<file path="src/dbg_defines.vh">
// constants shared by the debug command decoder and its helpers
`ifndef DBG_DEFINES_VH
`define DBG_DEFINES_VH

// ==========================================================================
// command codes, non-intrusive group
// ==========================================================================
`define DBG_CMD_ACK_ON       8'hD5
`define DBG_CMD_ACK_OFF      8'hD6
`define DBG_CMD_HALT         8'h90
`define DBG_CMD_STAT_FETCH   8'hE4
`define DBG_CMD_CTRL_LOAD    8'hC4
`define DBG_CMD_MEM_FETCH    8'hE0
`define DBG_CMD_MEM_FETCH_S  8'hE1
`define DBG_CMD_MEM_REFETCH  8'hE8
`define DBG_CMD_MEM_STORE    8'hC0
`define DBG_CMD_MEM_STORE_S  8'hC1
`define DBG_CMD_BRK_FETCH    8'hE2
`define DBG_CMD_BRK_LOAD     8'hC2

// ==========================================================================
// command codes, active background group
// ==========================================================================
`define DBG_CMD_RESUME       8'h08
`define DBG_CMD_STEP         8'h10
`define DBG_CMD_RESUME_TAG   8'h18
`define DBG_CMD_ACC_FETCH    8'h68
`define DBG_CMD_FLG_FETCH    8'h69
`define DBG_CMD_PC_FETCH     8'h6B
`define DBG_CMD_IDX_FETCH    8'h6C
`define DBG_CMD_SP_FETCH     8'h6F
`define DBG_CMD_NXT_FETCH    8'h70
`define DBG_CMD_NXT_FETCH_S  8'h71
`define DBG_CMD_ACC_LOAD     8'h48
`define DBG_CMD_FLG_LOAD     8'h49
`define DBG_CMD_PC_LOAD      8'h4B
`define DBG_CMD_IDX_LOAD     8'h4C
`define DBG_CMD_SP_LOAD      8'h4F
`define DBG_CMD_NXT_STORE    8'h50
`define DBG_CMD_NXT_STORE_S  8'h51

// ==========================================================================
// status and control byte layout
// ==========================================================================
`define DBG_SC_ALLOW_BIT     7
`define DBG_SC_BGND_BIT      6
`define DBG_SC_BRK_EN_BIT    5
`define DBG_SC_ACK_BIT       4
`define DBG_SC_WR_MASK       8'hA0
`define DBG_SC_RESET         8'h00

// ==========================================================================
// cpu register select codes
// ==========================================================================
`define DBG_SEL_ACC          3'h0
`define DBG_SEL_FLG          3'h1
`define DBG_SEL_PC           3'h2
`define DBG_SEL_IDX          3'h3
`define DBG_SEL_SP           3'h4

// ==========================================================================
// timing counts in bus clock cycles
// ==========================================================================
`define DBG_DELAY_CYCLES     8'h10
`define DBG_SYNC_CYCLES      8'h80

`endif

</file>
<file path="src/dbg_delay_timer.v">
// fixed-length delay timer between host request and device answer
`timescale 1ns/1ns
`include "dbg_defines.vh"

module dbg_delay_timer (
	input  wire       clk_in,
	input  wire       rst_in,
	input  wire       ce_in,
	input  wire       start_in,
	output reg        done_out
);

	// ======================================================================
	// down counter
	// ======================================================================
	reg  [7:0] count;   // cycles still to wait
	reg        run;     // timer active

	// start reloads, done pulses once when the count runs out
	always @(posedge clk_in or posedge rst_in) begin
		if (rst_in) begin
			count    <= 8'h00;
			run      <= 1'b0;
			done_out <= 1'b0;
		end else if (ce_in) begin
			done_out <= 1'b0;
			if (start_in) begin
				count <= `DBG_DELAY_CYCLES - 8'h01;
				run   <= 1'b1;
			end else if (run) begin
				if (count == 8'h00) begin
					run      <= 1'b0;
					done_out <= 1'b1;
				end else begin
					count <= count - 8'h01;
				end
			end
		end
	end

endmodule

</file>
<file path="src/dbg_sync_pulse.v">
// timed reference pulse generator answering a speed reference request
`timescale 1ns/1ns
`include "dbg_defines.vh"

module dbg_sync_pulse (
	input  wire       clk_in,
	input  wire       rst_in,
	input  wire       ce_in,
	input  wire       req_in,
	output reg        pulse_out
);

	// ======================================================================
	// pulse width counter
	// ======================================================================
	reg  [7:0] count;   // remaining pulse cycles

	// a request during a pulse restarts it, so the pulse ends 128 cycles after the last request
	always @(posedge clk_in or posedge rst_in) begin
		if (rst_in) begin
			count     <= 8'h00;
			pulse_out <= 1'b0;
		end else if (ce_in) begin
			if (req_in) begin
				count     <= `DBG_SYNC_CYCLES - 8'h01;
				pulse_out <= 1'b1;
			end else if (count != 8'h00) begin
				count <= count - 8'h01;
			end else begin
				pulse_out <= 1'b0;
			end
		end
	end

endmodule

</file>
<file path="src/dbg_cmd_decoder.v">
// background debug command decoder: byte stream in, memory and cpu access out
`timescale 1ns/1ns
`include "dbg_defines.vh"

// Contract
// - speed reference request answered with timed pulse
// - D5 enables, D6 disables acknowledge
// - 90 halts only if entry allowed
// - E4 returns status, C4 writes control
// - E0 returns memory byte after delay
// - E1 returns status then memory byte
// - E8 rereads last address with status
// - C0 stores byte at address, then delay
// - C1 stores byte, then returns status
// - E2 reads, C2 loads breakpoint register
// - 08 resumes user program from counter
// - 10 steps one instruction, rehalts
// - 18 acts as plain resume
// - 68 and 69 return accumulator, flags
// - 6B 6C 6F return 16-bit registers
// - 48 and 49 load accumulator, flags
// - 4B 4C 4F load 16-bit registers
// - 70 increments index, returns memory byte
// - 71 increments index, returns status, byte
// - 50/51 increment index, store byte
module dbg_cmd_decoder (
	input  wire        clk_in,
	input  wire        rst_in,
	input  wire        ce_in,
	input  wire        sync_req_in,
	input  wire        rx_valid_in,
	input  wire [7:0]  rx_byte_in,
	output reg         tx_valid_out,
	output reg  [7:0]  tx_byte_out,
	output reg         sync_pulse_out,
	output reg         ack_pulse_out,
	output reg         busy_out,
	output reg  [15:0] mem_addr_out,
	output reg  [7:0]  mem_wdata_out,
	output reg         mem_rd_out,
	output reg         mem_wr_out,
	input  wire [7:0]  mem_rdata_in,
	input  wire [7:0]  cpu_acc_in,
	input  wire [7:0]  cpu_flags_in,
	input  wire [15:0] cpu_pc_in,
	input  wire [15:0] cpu_idx_in,
	input  wire [15:0] cpu_sp_in,
	input  wire        cpu_step_done_in,
	output reg         cpu_wr_out,
	output reg  [2:0]  cpu_wr_sel_out,
	output reg  [15:0] cpu_wr_data_out,
	output reg         cpu_resume_out,
	output reg         cpu_step_out,
	output reg         cpu_halt_out,
	output reg  [15:0] brk_addr_out,
	output reg         brk_en_out
);

	// ======================================================================
	// state codes
	// ======================================================================
	localparam [2:0] ST_IDLE = 3'h0;  // waiting for a command byte
	localparam [2:0] ST_RECV = 3'h1;  // collecting address and data bytes
	localparam [2:0] ST_EXEC = 3'h2;  // carrying out the command
	localparam [2:0] ST_CAPT = 3'h3;  // taking memory read data
	localparam [2:0] ST_WAIT = 3'h4;  // answer delay running
	localparam [2:0] ST_SEND = 3'h5;  // returning answer bytes

	// ======================================================================
	// decode functions
	// ======================================================================
	// bytes the host sends after the command byte
	function [1:0] dbg_in_len;
		input [7:0] c;
		begin
			case (c)
				`DBG_CMD_CTRL_LOAD,
				`DBG_CMD_ACC_LOAD,
				`DBG_CMD_FLG_LOAD,
				`DBG_CMD_NXT_STORE,
				`DBG_CMD_NXT_STORE_S:  dbg_in_len = 2'h1;
				`DBG_CMD_MEM_FETCH,
				`DBG_CMD_MEM_FETCH_S,
				`DBG_CMD_BRK_LOAD,
				`DBG_CMD_PC_LOAD,
				`DBG_CMD_IDX_LOAD,
				`DBG_CMD_SP_LOAD:      dbg_in_len = 2'h2;
				`DBG_CMD_MEM_STORE,
				`DBG_CMD_MEM_STORE_S:  dbg_in_len = 2'h3;
				default:               dbg_in_len = 2'h0;
			endcase
		end
	endfunction

	// commands whose coding carries no delay
	function dbg_no_delay;
		input [7:0] c;
		begin
			case (c)
				`DBG_CMD_STAT_FETCH,
				`DBG_CMD_CTRL_LOAD,
				`DBG_CMD_MEM_REFETCH,
				`DBG_CMD_BRK_FETCH,
				`DBG_CMD_BRK_LOAD:     dbg_no_delay = 1'b1;
				default:               dbg_no_delay = 1'b0;
			endcase
		end
	endfunction

	// commands that fetch a memory byte
	function dbg_mem_fetch;
		input [7:0] c;
		begin
			case (c)
				`DBG_CMD_MEM_FETCH,
				`DBG_CMD_MEM_FETCH_S,
				`DBG_CMD_MEM_REFETCH,
				`DBG_CMD_NXT_FETCH,
				`DBG_CMD_NXT_FETCH_S:  dbg_mem_fetch = 1'b1;
				default:               dbg_mem_fetch = 1'b0;
			endcase
		end
	endfunction

	// commands that put a status byte ahead of any data
	function dbg_with_state;
		input [7:0] c;
		begin
			case (c)
				`DBG_CMD_MEM_FETCH_S,
				`DBG_CMD_MEM_REFETCH,
				`DBG_CMD_NXT_FETCH_S,
				`DBG_CMD_MEM_STORE_S,
				`DBG_CMD_NXT_STORE_S:  dbg_with_state = 1'b1;
				default:               dbg_with_state = 1'b0;
			endcase
		end
	endfunction

	// ======================================================================
	// working registers
	// ======================================================================
	reg  [2:0]  state;       // sequencer state
	reg  [7:0]  cmd;         // command byte being served
	reg  [1:0]  need;        // bytes still to collect
	reg  [23:0] shreg;       // collected bytes, last one lowest
	reg         void_cmd;    // command consumed but not carried out
	reg  [23:0] rep;         // answer bytes, next one highest
	reg  [1:0]  rep_n;       // answer bytes left
	reg  [15:0] last_addr;   // address of most recent memory fetch
	reg  [7:0]  ctrl;        // writable control bits
	reg         ack_en;      // acknowledge handshake switched on
	reg         bgnd;        // processor held in background state
	reg         dly_start;   // kicks the answer delay
	wire        dly_done;    // answer delay elapsed
	wire        sync_pulse;  // reference pulse from generator
	wire [7:0]  status;      // status byte as seen by the host
	wire [15:0] idx_next;    // index pair plus one

	assign status   = {ctrl[`DBG_SC_ALLOW_BIT], bgnd, ctrl[`DBG_SC_BRK_EN_BIT],
		ack_en, 4'h0};
	assign idx_next = cpu_idx_in + 16'h0001;

	// ======================================================================
	// helpers
	// ======================================================================
	dbg_delay_timer u_delay (
		.clk_in   (clk_in),
		.rst_in   (rst_in),
		.ce_in    (ce_in),
		.start_in (dly_start),
		.done_out (dly_done)
	);

	dbg_sync_pulse u_sync (
		.clk_in    (clk_in),
		.rst_in    (rst_in),
		.ce_in     (ce_in),
		.req_in    (sync_req_in),
		.pulse_out (sync_pulse)
	);

	// ======================================================================
	// command sequencer
	// ======================================================================
	// strobes default low each cycle; a sync request aborts any command
	always @(posedge clk_in or posedge rst_in) begin
		if (rst_in) begin
			state           <= ST_IDLE;
			cmd             <= 8'h00;
			need            <= 2'h0;
			shreg           <= 24'h000000;
			void_cmd        <= 1'b0;
			rep             <= 24'h000000;
			rep_n           <= 2'h0;
			last_addr       <= 16'h0000;
			ctrl            <= `DBG_SC_RESET;
			ack_en          <= 1'b0;
			bgnd            <= 1'b0;
			dly_start       <= 1'b0;
			tx_valid_out    <= 1'b0;
			tx_byte_out     <= 8'h00;
			sync_pulse_out  <= 1'b0;
			ack_pulse_out   <= 1'b0;
			busy_out        <= 1'b0;
			mem_addr_out    <= 16'h0000;
			mem_wdata_out   <= 8'h00;
			mem_rd_out      <= 1'b0;
			mem_wr_out      <= 1'b0;
			cpu_wr_out      <= 1'b0;
			cpu_wr_sel_out  <= 3'h0;
			cpu_wr_data_out <= 16'h0000;
			cpu_resume_out  <= 1'b0;
			cpu_step_out    <= 1'b0;
			cpu_halt_out    <= 1'b0;
			brk_addr_out    <= 16'h0000;
			brk_en_out      <= 1'b0;
		end else if (ce_in) begin
			dly_start      <= 1'b0;
			tx_valid_out   <= 1'b0;
			ack_pulse_out  <= 1'b0;
			mem_rd_out     <= 1'b0;
			mem_wr_out     <= 1'b0;
			cpu_wr_out     <= 1'b0;
			cpu_resume_out <= 1'b0;
			cpu_step_out   <= 1'b0;
			sync_pulse_out <= sync_pulse;
			cpu_halt_out   <= bgnd;
			brk_en_out     <= ctrl[`DBG_SC_BRK_EN_BIT];
			busy_out       <= (state != ST_IDLE);
			if (sync_req_in) begin
				state <= ST_IDLE;
				rep_n <= 2'h0;
			end else begin
				case (state)
					ST_IDLE: begin
						if (rx_valid_in) begin
							cmd      <= rx_byte_in;
							need     <= dbg_in_len(rx_byte_in);
							// halt-only group has bit 7 clear
							void_cmd <= ~rx_byte_in[7] & ~bgnd;
							state    <= (dbg_in_len(rx_byte_in) == 2'h0) ?
								ST_EXEC : ST_RECV;
						end
					end
					ST_RECV: begin
						if (rx_valid_in) begin
							shreg <= {shreg[15:0], rx_byte_in};
							need  <= need - 2'h1;
							if (need == 2'h1)
								state <= ST_EXEC;
						end
					end
					ST_EXEC: begin
						rep   <= 24'h000000;
						rep_n <= 2'h0;
						state <= ST_WAIT;
						dly_start <= ~dbg_no_delay(cmd);
						if (void_cmd) begin
							state     <= ST_IDLE;
							dly_start <= 1'b0;
						end else begin
							if (dbg_with_state(cmd)) begin
								rep   <= {status, 16'h0000};
								rep_n <= 2'h1;
							end
							if (dbg_mem_fetch(cmd)) begin
								mem_rd_out <= 1'b1;
								state      <= ST_CAPT;
								dly_start  <= 1'b0;
							end
							case (cmd)
								`DBG_CMD_ACK_ON:  ack_en <= 1'b1;
								`DBG_CMD_ACK_OFF: ack_en <= 1'b0;
								`DBG_CMD_HALT: begin
									if (ctrl[`DBG_SC_ALLOW_BIT])
										bgnd <= 1'b1;
								end
								`DBG_CMD_STAT_FETCH: begin
									rep   <= {status, 16'h0000};
									rep_n <= 2'h1;
								end
								`DBG_CMD_CTRL_LOAD:
									ctrl <= shreg[7:0] & `DBG_SC_WR_MASK;
								`DBG_CMD_MEM_FETCH,
								`DBG_CMD_MEM_FETCH_S: begin
									mem_addr_out <= shreg[15:0];
									last_addr    <= shreg[15:0];
								end
								`DBG_CMD_MEM_REFETCH:
									mem_addr_out <= last_addr;
								`DBG_CMD_MEM_STORE,
								`DBG_CMD_MEM_STORE_S: begin
									mem_addr_out  <= shreg[23:8];
									mem_wdata_out <= shreg[7:0];
									mem_wr_out    <= 1'b1;
								end
								`DBG_CMD_BRK_FETCH: begin
									rep   <= {brk_addr_out, 8'h00};
									rep_n <= 2'h2;
								end
								`DBG_CMD_BRK_LOAD:
									brk_addr_out <= shreg[15:0];
								`DBG_CMD_RESUME,
								`DBG_CMD_RESUME_TAG:
									bgnd <= 1'b0;
								`DBG_CMD_STEP:
									bgnd <= 1'b0;
								`DBG_CMD_ACC_FETCH: begin
									rep   <= {cpu_acc_in, 16'h0000};
									rep_n <= 2'h1;
								end
								`DBG_CMD_FLG_FETCH: begin
									rep   <= {cpu_flags_in, 16'h0000};
									rep_n <= 2'h1;
								end
								`DBG_CMD_PC_FETCH: begin
									rep   <= {cpu_pc_in, 8'h00};
									rep_n <= 2'h2;
								end
								`DBG_CMD_IDX_FETCH: begin
									rep   <= {cpu_idx_in, 8'h00};
									rep_n <= 2'h2;
								end
								`DBG_CMD_SP_FETCH: begin
									rep   <= {cpu_sp_in, 8'h00};
									rep_n <= 2'h2;
								end
								`DBG_CMD_ACC_LOAD,
								`DBG_CMD_FLG_LOAD: begin
									cpu_wr_out      <= 1'b1;
									cpu_wr_sel_out  <= cmd[0] ? `DBG_SEL_FLG : `DBG_SEL_ACC;
									cpu_wr_data_out <= {8'h00, shreg[7:0]};
								end
								`DBG_CMD_PC_LOAD,
								`DBG_CMD_IDX_LOAD,
								`DBG_CMD_SP_LOAD: begin
									cpu_wr_out      <= 1'b1;
									cpu_wr_sel_out  <= (cmd == `DBG_CMD_PC_LOAD) ? `DBG_SEL_PC :
										(cmd == `DBG_CMD_IDX_LOAD) ? `DBG_SEL_IDX : `DBG_SEL_SP;
									cpu_wr_data_out <= shreg[15:0];
								end
								`DBG_CMD_NXT_FETCH,
								`DBG_CMD_NXT_FETCH_S: begin
									cpu_wr_out      <= 1'b1;
									cpu_wr_sel_out  <= `DBG_SEL_IDX;
									cpu_wr_data_out <= idx_next;
									mem_addr_out    <= idx_next;
									last_addr       <= idx_next;
								end
								`DBG_CMD_NXT_STORE,
								`DBG_CMD_NXT_STORE_S: begin
									cpu_wr_out      <= 1'b1;
									cpu_wr_sel_out  <= `DBG_SEL_IDX;
									cpu_wr_data_out <= idx_next;
									mem_addr_out    <= idx_next;
									mem_wdata_out   <= shreg[7:0];
									mem_wr_out      <= 1'b1;
								end
								default: begin
									// unknown code: consumed, nothing done
									state     <= ST_IDLE;
									dly_start <= 1'b0;
								end
							endcase
						end
					end
					ST_CAPT: begin
						// read data is valid one cycle after the strobe
						if (rep_n == 2'h1) begin
							rep   <= {rep[23:16], mem_rdata_in, 8'h00};
							rep_n <= 2'h2;
						end else begin
							rep   <= {mem_rdata_in, 16'h0000};
							rep_n <= 2'h1;
						end
						if (dbg_no_delay(cmd))
							state <= ST_SEND;
						else begin
							dly_start <= 1'b1;
							state     <= ST_WAIT;
						end
					end
					ST_WAIT: begin
						// skipped delay falls straight through
						if (dly_done || dbg_no_delay(cmd)) begin
							ack_pulse_out <= ack_en & ~dbg_no_delay(cmd);
							state <= (rep_n == 2'h0) ? ST_IDLE : ST_SEND;
							if (cmd == `DBG_CMD_RESUME || cmd == `DBG_CMD_RESUME_TAG)
								cpu_resume_out <= 1'b1;
							if (cmd == `DBG_CMD_STEP)
								cpu_step_out <= 1'b1;
						end
					end
					ST_SEND: begin
						// one answer byte per cycle, most significant first
						tx_valid_out <= 1'b1;
						tx_byte_out  <= rep[23:16];
						rep          <= {rep[15:0], 8'h00};
						rep_n        <= rep_n - 2'h1;
						if (rep_n == 2'h1)
							state <= ST_IDLE;
					end
					default: state <= ST_IDLE;
				endcase
			end
			// step finished: back into background state; placed last so the
			// set wins over a resume clearing the flag in the same cycle
			if (cpu_step_done_in)
				bgnd <= 1'b1;
		end
	end

endmodule

</file>
<file path="config.mk">
export PLATFORM = sky130hd
export DESIGN_NAME = dbg_cmd_decoder
export DESIGN_NICKNAME = d
export VERILOG_FILES = /design/src/dbg_delay_timer.v /design/src/dbg_sync_pulse.v /design/src/dbg_cmd_decoder.v
export VERILOG_INCLUDE_DIRS = /design/src /design/src/src
export SDC_FILE = /design/constraint.sdc
export NUM_CORES = 1
export LEC_CHECK = 0
export BUFFER_PORTS_ARGS = -buffer_cell sky130_fd_sc_hd__buf_2
export CORE_ASPECT_RATIO = 0.6
export CORE_MARGIN = 3
export CORE_UTILIZATION = 35
export CTS_BUF_LIST = sky130_fd_sc_hd__clkbuf_16
export DETAILED_ROUTE_END_ITERATION = 10
export GPL_TIMING_DRIVEN = 0
export RECOVER_POWER = 25
export SYNTH_ARGS = -nofsm -noshare
export SYNTH_HDL_FRONTEND = slang
export SYNTH_SLANG_ARGS = --single-unit
</file>
<file path="constraint.sdc">
create_clock -name clk_in -period 13.45 [get_ports clk_in]
set_input_delay 0.6725 -clock clk_in [delete_from_list [all_inputs] [get_ports clk_in]]
set_output_delay 0.6725 -clock clk_in [all_outputs]
set_load 0.005 [all_outputs]
</file>
After elaboration in Yosys (flattened, before gate mapping)
Index checks and enable logic that the tools add are counted.

Multiplexer cells: 113. Add/sub/neg operators: 5. Equality and inequality tests: 62. Reduce and logical (&&, ||, !) cells: 56. Bitwise logic cells: 8.

Operator list (number): $eq A8 B7 Y1 const B (21); $pmux W24 S7 (1); $eq A8 B8 Y1 const B (18); $mux W24 (3); $pmux W24 S3 (1); $mux W1 (70); $pmux W16 S4 (1); $pmux W16 S3 (1); $mux W8 (5); $reduce_and A5 Y1 (8); $mux W3 (12); $pmux W16 S2 (1); $reduce_or A29 Y1 (1); $reduce_or A5 Y1 (4); $mux W2 (9); $ne A3 B3 Y1 const B (6); $pmux W3 S6 (1); $add A16 B1 Y16 const B (1); $eq A8 B5 Y1 const B (2); $sub A8 B1 Y8 const B (2); $ne A2 B2 Y1 const B (6); $pmux W2 S3 (2); $reduce_and A4 Y1 (3); $reduce_and A6 Y1 (2); other kinds (27) (63).

Output and inout bits: 78. Logic and storage cells: 279. Bits in registers: 182.

Depth between registers and ports, before layout
Depth after elaboration: 16. Gate-level depth with buffers: 8. Depth with buffers taken out: 7.

Cells and area by module
Synthesis repeated with hierarchy kept, for this count alone.

Cell total of the unflattened synthesis: 957. Area, all modules: 9581.7 sq um.

Modules (own cells, without submodules): dbg_cmd_decoder (times used 1, area an instance 8473.1 sq um, cells each 840); dbg_delay_timer (times used 1, area an instance 579.3 sq um, cells each 61); dbg_sync_pulse (times used 1, area an instance 529.3 sq um, cells each 56).

Least setup slack after synthesis
No wires, ideal clock.

Path type: input -> register. Start: input ce_in. End: register shreg[10]. Required time: 13.325 ns. Slack: 11.091 ns. Arrival: 2.235 ns. Stages: 6. Buffers on the path: 3. Setup time: 0.125 ns. Cells stage by stage: nor2b_1 -> clkbuf_1 -> and3_1 -> clkbuf_1 -> clkbuf_1 -> mux2_2.

Word-level cells in the longest chain between the ends: 1.

RTL lines: start, declared (line dbg_cmd_decoder.v:29) `input wire ce_in,`; $reduce_and A4 Y1 (no source line); end signal, assigned (line dbg_cmd_decoder.v:248) `shreg <= {shreg[15:0], rx_byte_in};`; end, declared (line dbg_cmd_decoder.v:146) `reg [23:0] shreg;`.

Every way passes these cells. A chain may end at the register's enable or synchronous reset.

Worst setup path after layout
Start: register cmd[5]. End: register mem_addr_out[1].

Word-level cells in the longest chain between the ends: 4. Elaborated cells between the ends (all ways): 15. Those cells by class: 9 x eq/ne; 1 x mux; 5 x reduce/logical.

RTL lines: start, declared (line dbg_cmd_decoder.v:144) `reg [7:0] cmd;`; start signal, assigned (line dbg_cmd_decoder.v:238) `cmd <= rx_byte_in;`; $eq A8 B7 Y1 / $eq A8 B8 Y1 (equally long branches) (line dbg_cmd_decoder.v:272) `case (cmd)`; $reduce_or A4 Y1 (no source line) / $reduce_or A2 Y1 (equally long branches); $reduce_bool A4 Y1 (no source line); $reduce_and A5 Y1 (no source line); end signal, assigned (line dbg_cmd_decoder.v:287) `mem_addr_out <= shreg[15:0];`; end signal, assigned (line dbg_cmd_decoder.v:291) `mem_addr_out <= last_addr;`; end signal, assigned (line dbg_cmd_decoder.v:294) `mem_addr_out <= shreg[23:8];`; end, declared (line dbg_cmd_decoder.v:38) `output reg [15:0] mem_addr_out,`.

Several ways; a longest one is shown, not always the timed one.

==> reports/qor.yml <==
synth.most_common_cell: "dfrtp_1"
ys_seq_elements: 174
p_int_w: 0.00110
fin_skew_ns: 0.0121
grt_usage_pct: 25.4
regArea_mm2: 0.00435
p_total_w: 0.00178
post-route-worst-setup-slack_ns: 10.02
p_per_area_mw_per_mm2: 154
io_pins: 164
cp_slowest_cell: "nor2b_1"
drtPass1Iterations: 7
yosysWarningCount: 0
grt_overflow: 0
layout.nets: 1264
yosysTopAreaCell: "dfrtp_1"
clk_pin_slew_worst_paths_ns: 0.07
drt_wl_total_um: 37600
ys_top_cells_by_area: "dfrtp_1, mux2_2, o21ai_0, nor2_1, nand2_1"
synth_edf_count: 0
die_y_um: 134
finalCritPeriodShare_pct: 25.5
status: "finished with violations"
max_cap_violations: 2
initial_core_util_pct: 36.0
grt_pass1_wl_um: 55300
swShare_pct: 38.1
clock_latency_ns: 0.46
worst_slew_pin_slew_ns: 2.95
die-area_mm2: 0.0296
clkPwrFrac_pct: 29.5
max_clock_freq_mhz: 292
cp-end-kind: "flip-flop"
syn_area_mm2: 0.00963
synth.top_cell.area_share_pct: 45.2
multi_input_area_mm2: 0.00489
synth_flop_cell: "dfrtp_1"
maxSlewHeadroom_pct: -97.9
post_cts_buffers: 0
violations: "max-capacitance violations, max-slew violations"
synth.distinct_cells: 80
fin_setup_tns_ns: 0
grt_antenna_before_repair: 2
crit_type: "flip-flop to flip-flop"
post-place-ws_ns: 10.06
rsz0062_at_grt: "no"
synth_async_sr_flop_share_pct: 100
slowest_delay_ns: 0.68
path_cells: "buf_2, buf_1, nor3b_1, o21ai_0, nor2b_1, clkbuf_1, nand2_1, a41oi_1"
p_seq_share_pct: 37.1
grt_max_degree: 113
core_mm2: 0.0267
drt.antenna.violating_nets: 0
path_max_fanout: 10
finalHoldViolCount: 0
syn_nets: 1082
combinationalPowerShare_pct: 33.4
vias: 9273
slew_violations: 63
min_period_ns: 3.43
syn_to_final_growth_pct: 19.8
drc_errors: 0
critPathArrivalTime_ns: 3.79
hold_buffers: 0
yosys-top-cells-count: "dfrtp_1, nor2_1, o21ai_0, nand2_1, mux2_2"
holdCritPathClass: "flip-flop to flip-flop"
cts_resized: 0
cts_made_buffers: 17
dp.final_hpwl_um: 29000
fin_hold_ws_ns: 0.476
gp_congestion: 1.07
die_w_um: 220
synthCells: 989
ys_seq_area_share_pct: 45.2
crit_required_ns: 13.82
drtIter0Drc: 1369
portBuffers: 162
wl_per_cell_um: 24.4
cts_buffer_depth: 2
root_buffer: "clkbuf_16"
start_kind: "flip-flop"
grt_pass1_vias: 8615
h-tree-depth: 4
placementRows: 46
cts.sinks: 174
ir_drop_v: 0.0000866
layout-drive-gt1-share_pct: 24.1
vias_per_cell: 6.00
avgSynthCellArea_um2: 9.73
p_leak_nw: 5.12
finalSetupViolations: 0
switchingPower_w: 0.000679
fillers: 2622
cts_tree: "yes"
[per-layer routing]
layer	wire (um)	global-route usage [%]	share of wire (%)
met1	18000	39.9	48
met2	14000	31.2	37
met3	5140	10.7	14
met4	444	5.61	1.2
met5	23	0	0.061
[cells in the final DEF, fill, tap and decap left out, types with 6 or more instances in the layout]
| cell type | n |
|---|---|
| a211oi_1 | 12 |
| a21o_1 | 11 |
| a21oi_1 | 36 |
| a221oi_1 | 10 |
| a222oi_1 | 22 |
| a22o_1 | 12 |
| a22oi_1 | 14 |
| a31oi_1 | 32 |
| buf_2 | 173 |
| clkbuf_1 | 52 |
| clkbuf_16 | 17 |
| dfrtp_1 | 174 |
| ha_1 | 7 |
| inv_1 | 31 |
| mux2_2 | 68 |
| mux2i_1 | 22 |
| nand2_1 | 72 |
| nand2b_1 | 13 |
| nand3_1 | 19 |
| nand3b_1 | 8 |
| nand4_1 | 8 |
| nor2_1 | 83 |
| nor2b_1 | 24 |
| nor3_1 | 11 |
| nor3b_1 | 6 |
| nor4_1 | 9 |
| nor4b_1 | 6 |
| o211ai_1 | 6 |
| o21a_1 | 7 |
| o21ai_0 | 74 |
| o22ai_1 | 9 |
| o2bb2ai_1 | 7 |
| or3_1 | 8 |
| xnor2_1 | 8 |
| xor2_1 | 6 |
[power groups by stage]
stage               logic, W  registers (W)  clock network, W
finish              0.000595       0.000660          0.000526
CTS                 0.000574       0.000658          0.000532
global route        0.000640       0.000670          0.000554
detailed placement  0.000572       0.000667                 0
global placement    0.000570       0.000666                 0
floorplan           0.000362       0.000649                 0
[kinds of logic (layout without fill, tap and decap cells)]
group	after synthesis	in the layout	share of synthesized area, %
other cells	0	2	0
buf+inv	98	292	4.04
xor+xnor	14	14	1.27
fa+ha+maj	7	7	0.910
mux	91	91	10.4
flops	174	174	45.2
compound gates	298	298	21.5
simple gates	307	307	16.7
[state kept, by name, summed over array words and instances (netlist names), 2 cells and up]
| name | flops |
|---|---|
| mem_addr_out | 16 |
| cpu_wr_data_out | 16 |
| shreg | 24 |
| u_delay.count | 8 |
| mem_wdata_out | 8 |
| last_addr | 16 |
| cpu_wr_sel_out | 3 |
| state | 3 |
| brk_addr_out | 16 |
| rep_n | 2 |
| u_sync.count | 8 |
| tx_byte_out | 8 |
| rep | 16 |
| ctrl | 2 |
| cmd | 8 |
| need | 2 |
[final cells by class]
cell class,count,area share [%]
multi-input combinational,717,42.4
timing repair buffer,163,7.27
sequential,174,37.8
antenna,2,0.0434
clock inverter,14,1.54
tap,360,3.91
clock buffer,17,3.69
buffer,68,2.40
inverter,30,0.988
[through the flow]
stage	instances	utilization (%)	instance area, um2
global route	1543	43.2	11500
detailed placement	1512	40.9	10900
finish	1545	43.2	11500
floorplan	989	-	9630
global placement	1511	40.8	10900
CTS	1543	43.2	11500
[worst max-delay path: cells and delay by family (launching register included)]
family / cells / cell delay (ns)
buffers and inverters: 3 / 1.30
AOI/OAI and AO/OA: 2 / 0.75
DFF: 1 / 0.38
and+or+nand+nor: 3 / 0.90
[final timing paths]
path	from	end	slack, ns	depth (start not counted)
max	cmd[5]	mem_addr_out[1]	10.02	8
min	tx_valid_out	tx_valid_out	0.48	1
max reg2reg	cmd[5]	mem_addr_out[1]	10.02	8
min reg2reg	tx_valid_out	tx_valid_out	0.48	1
max in group asynchronous	rst_in	cpu_wr_data_out[9]	10.94	3
min in group asynchronous	rst_in	mem_wr_out	1.06	2
Note: power is estimated with default switching activity, not from simulation.
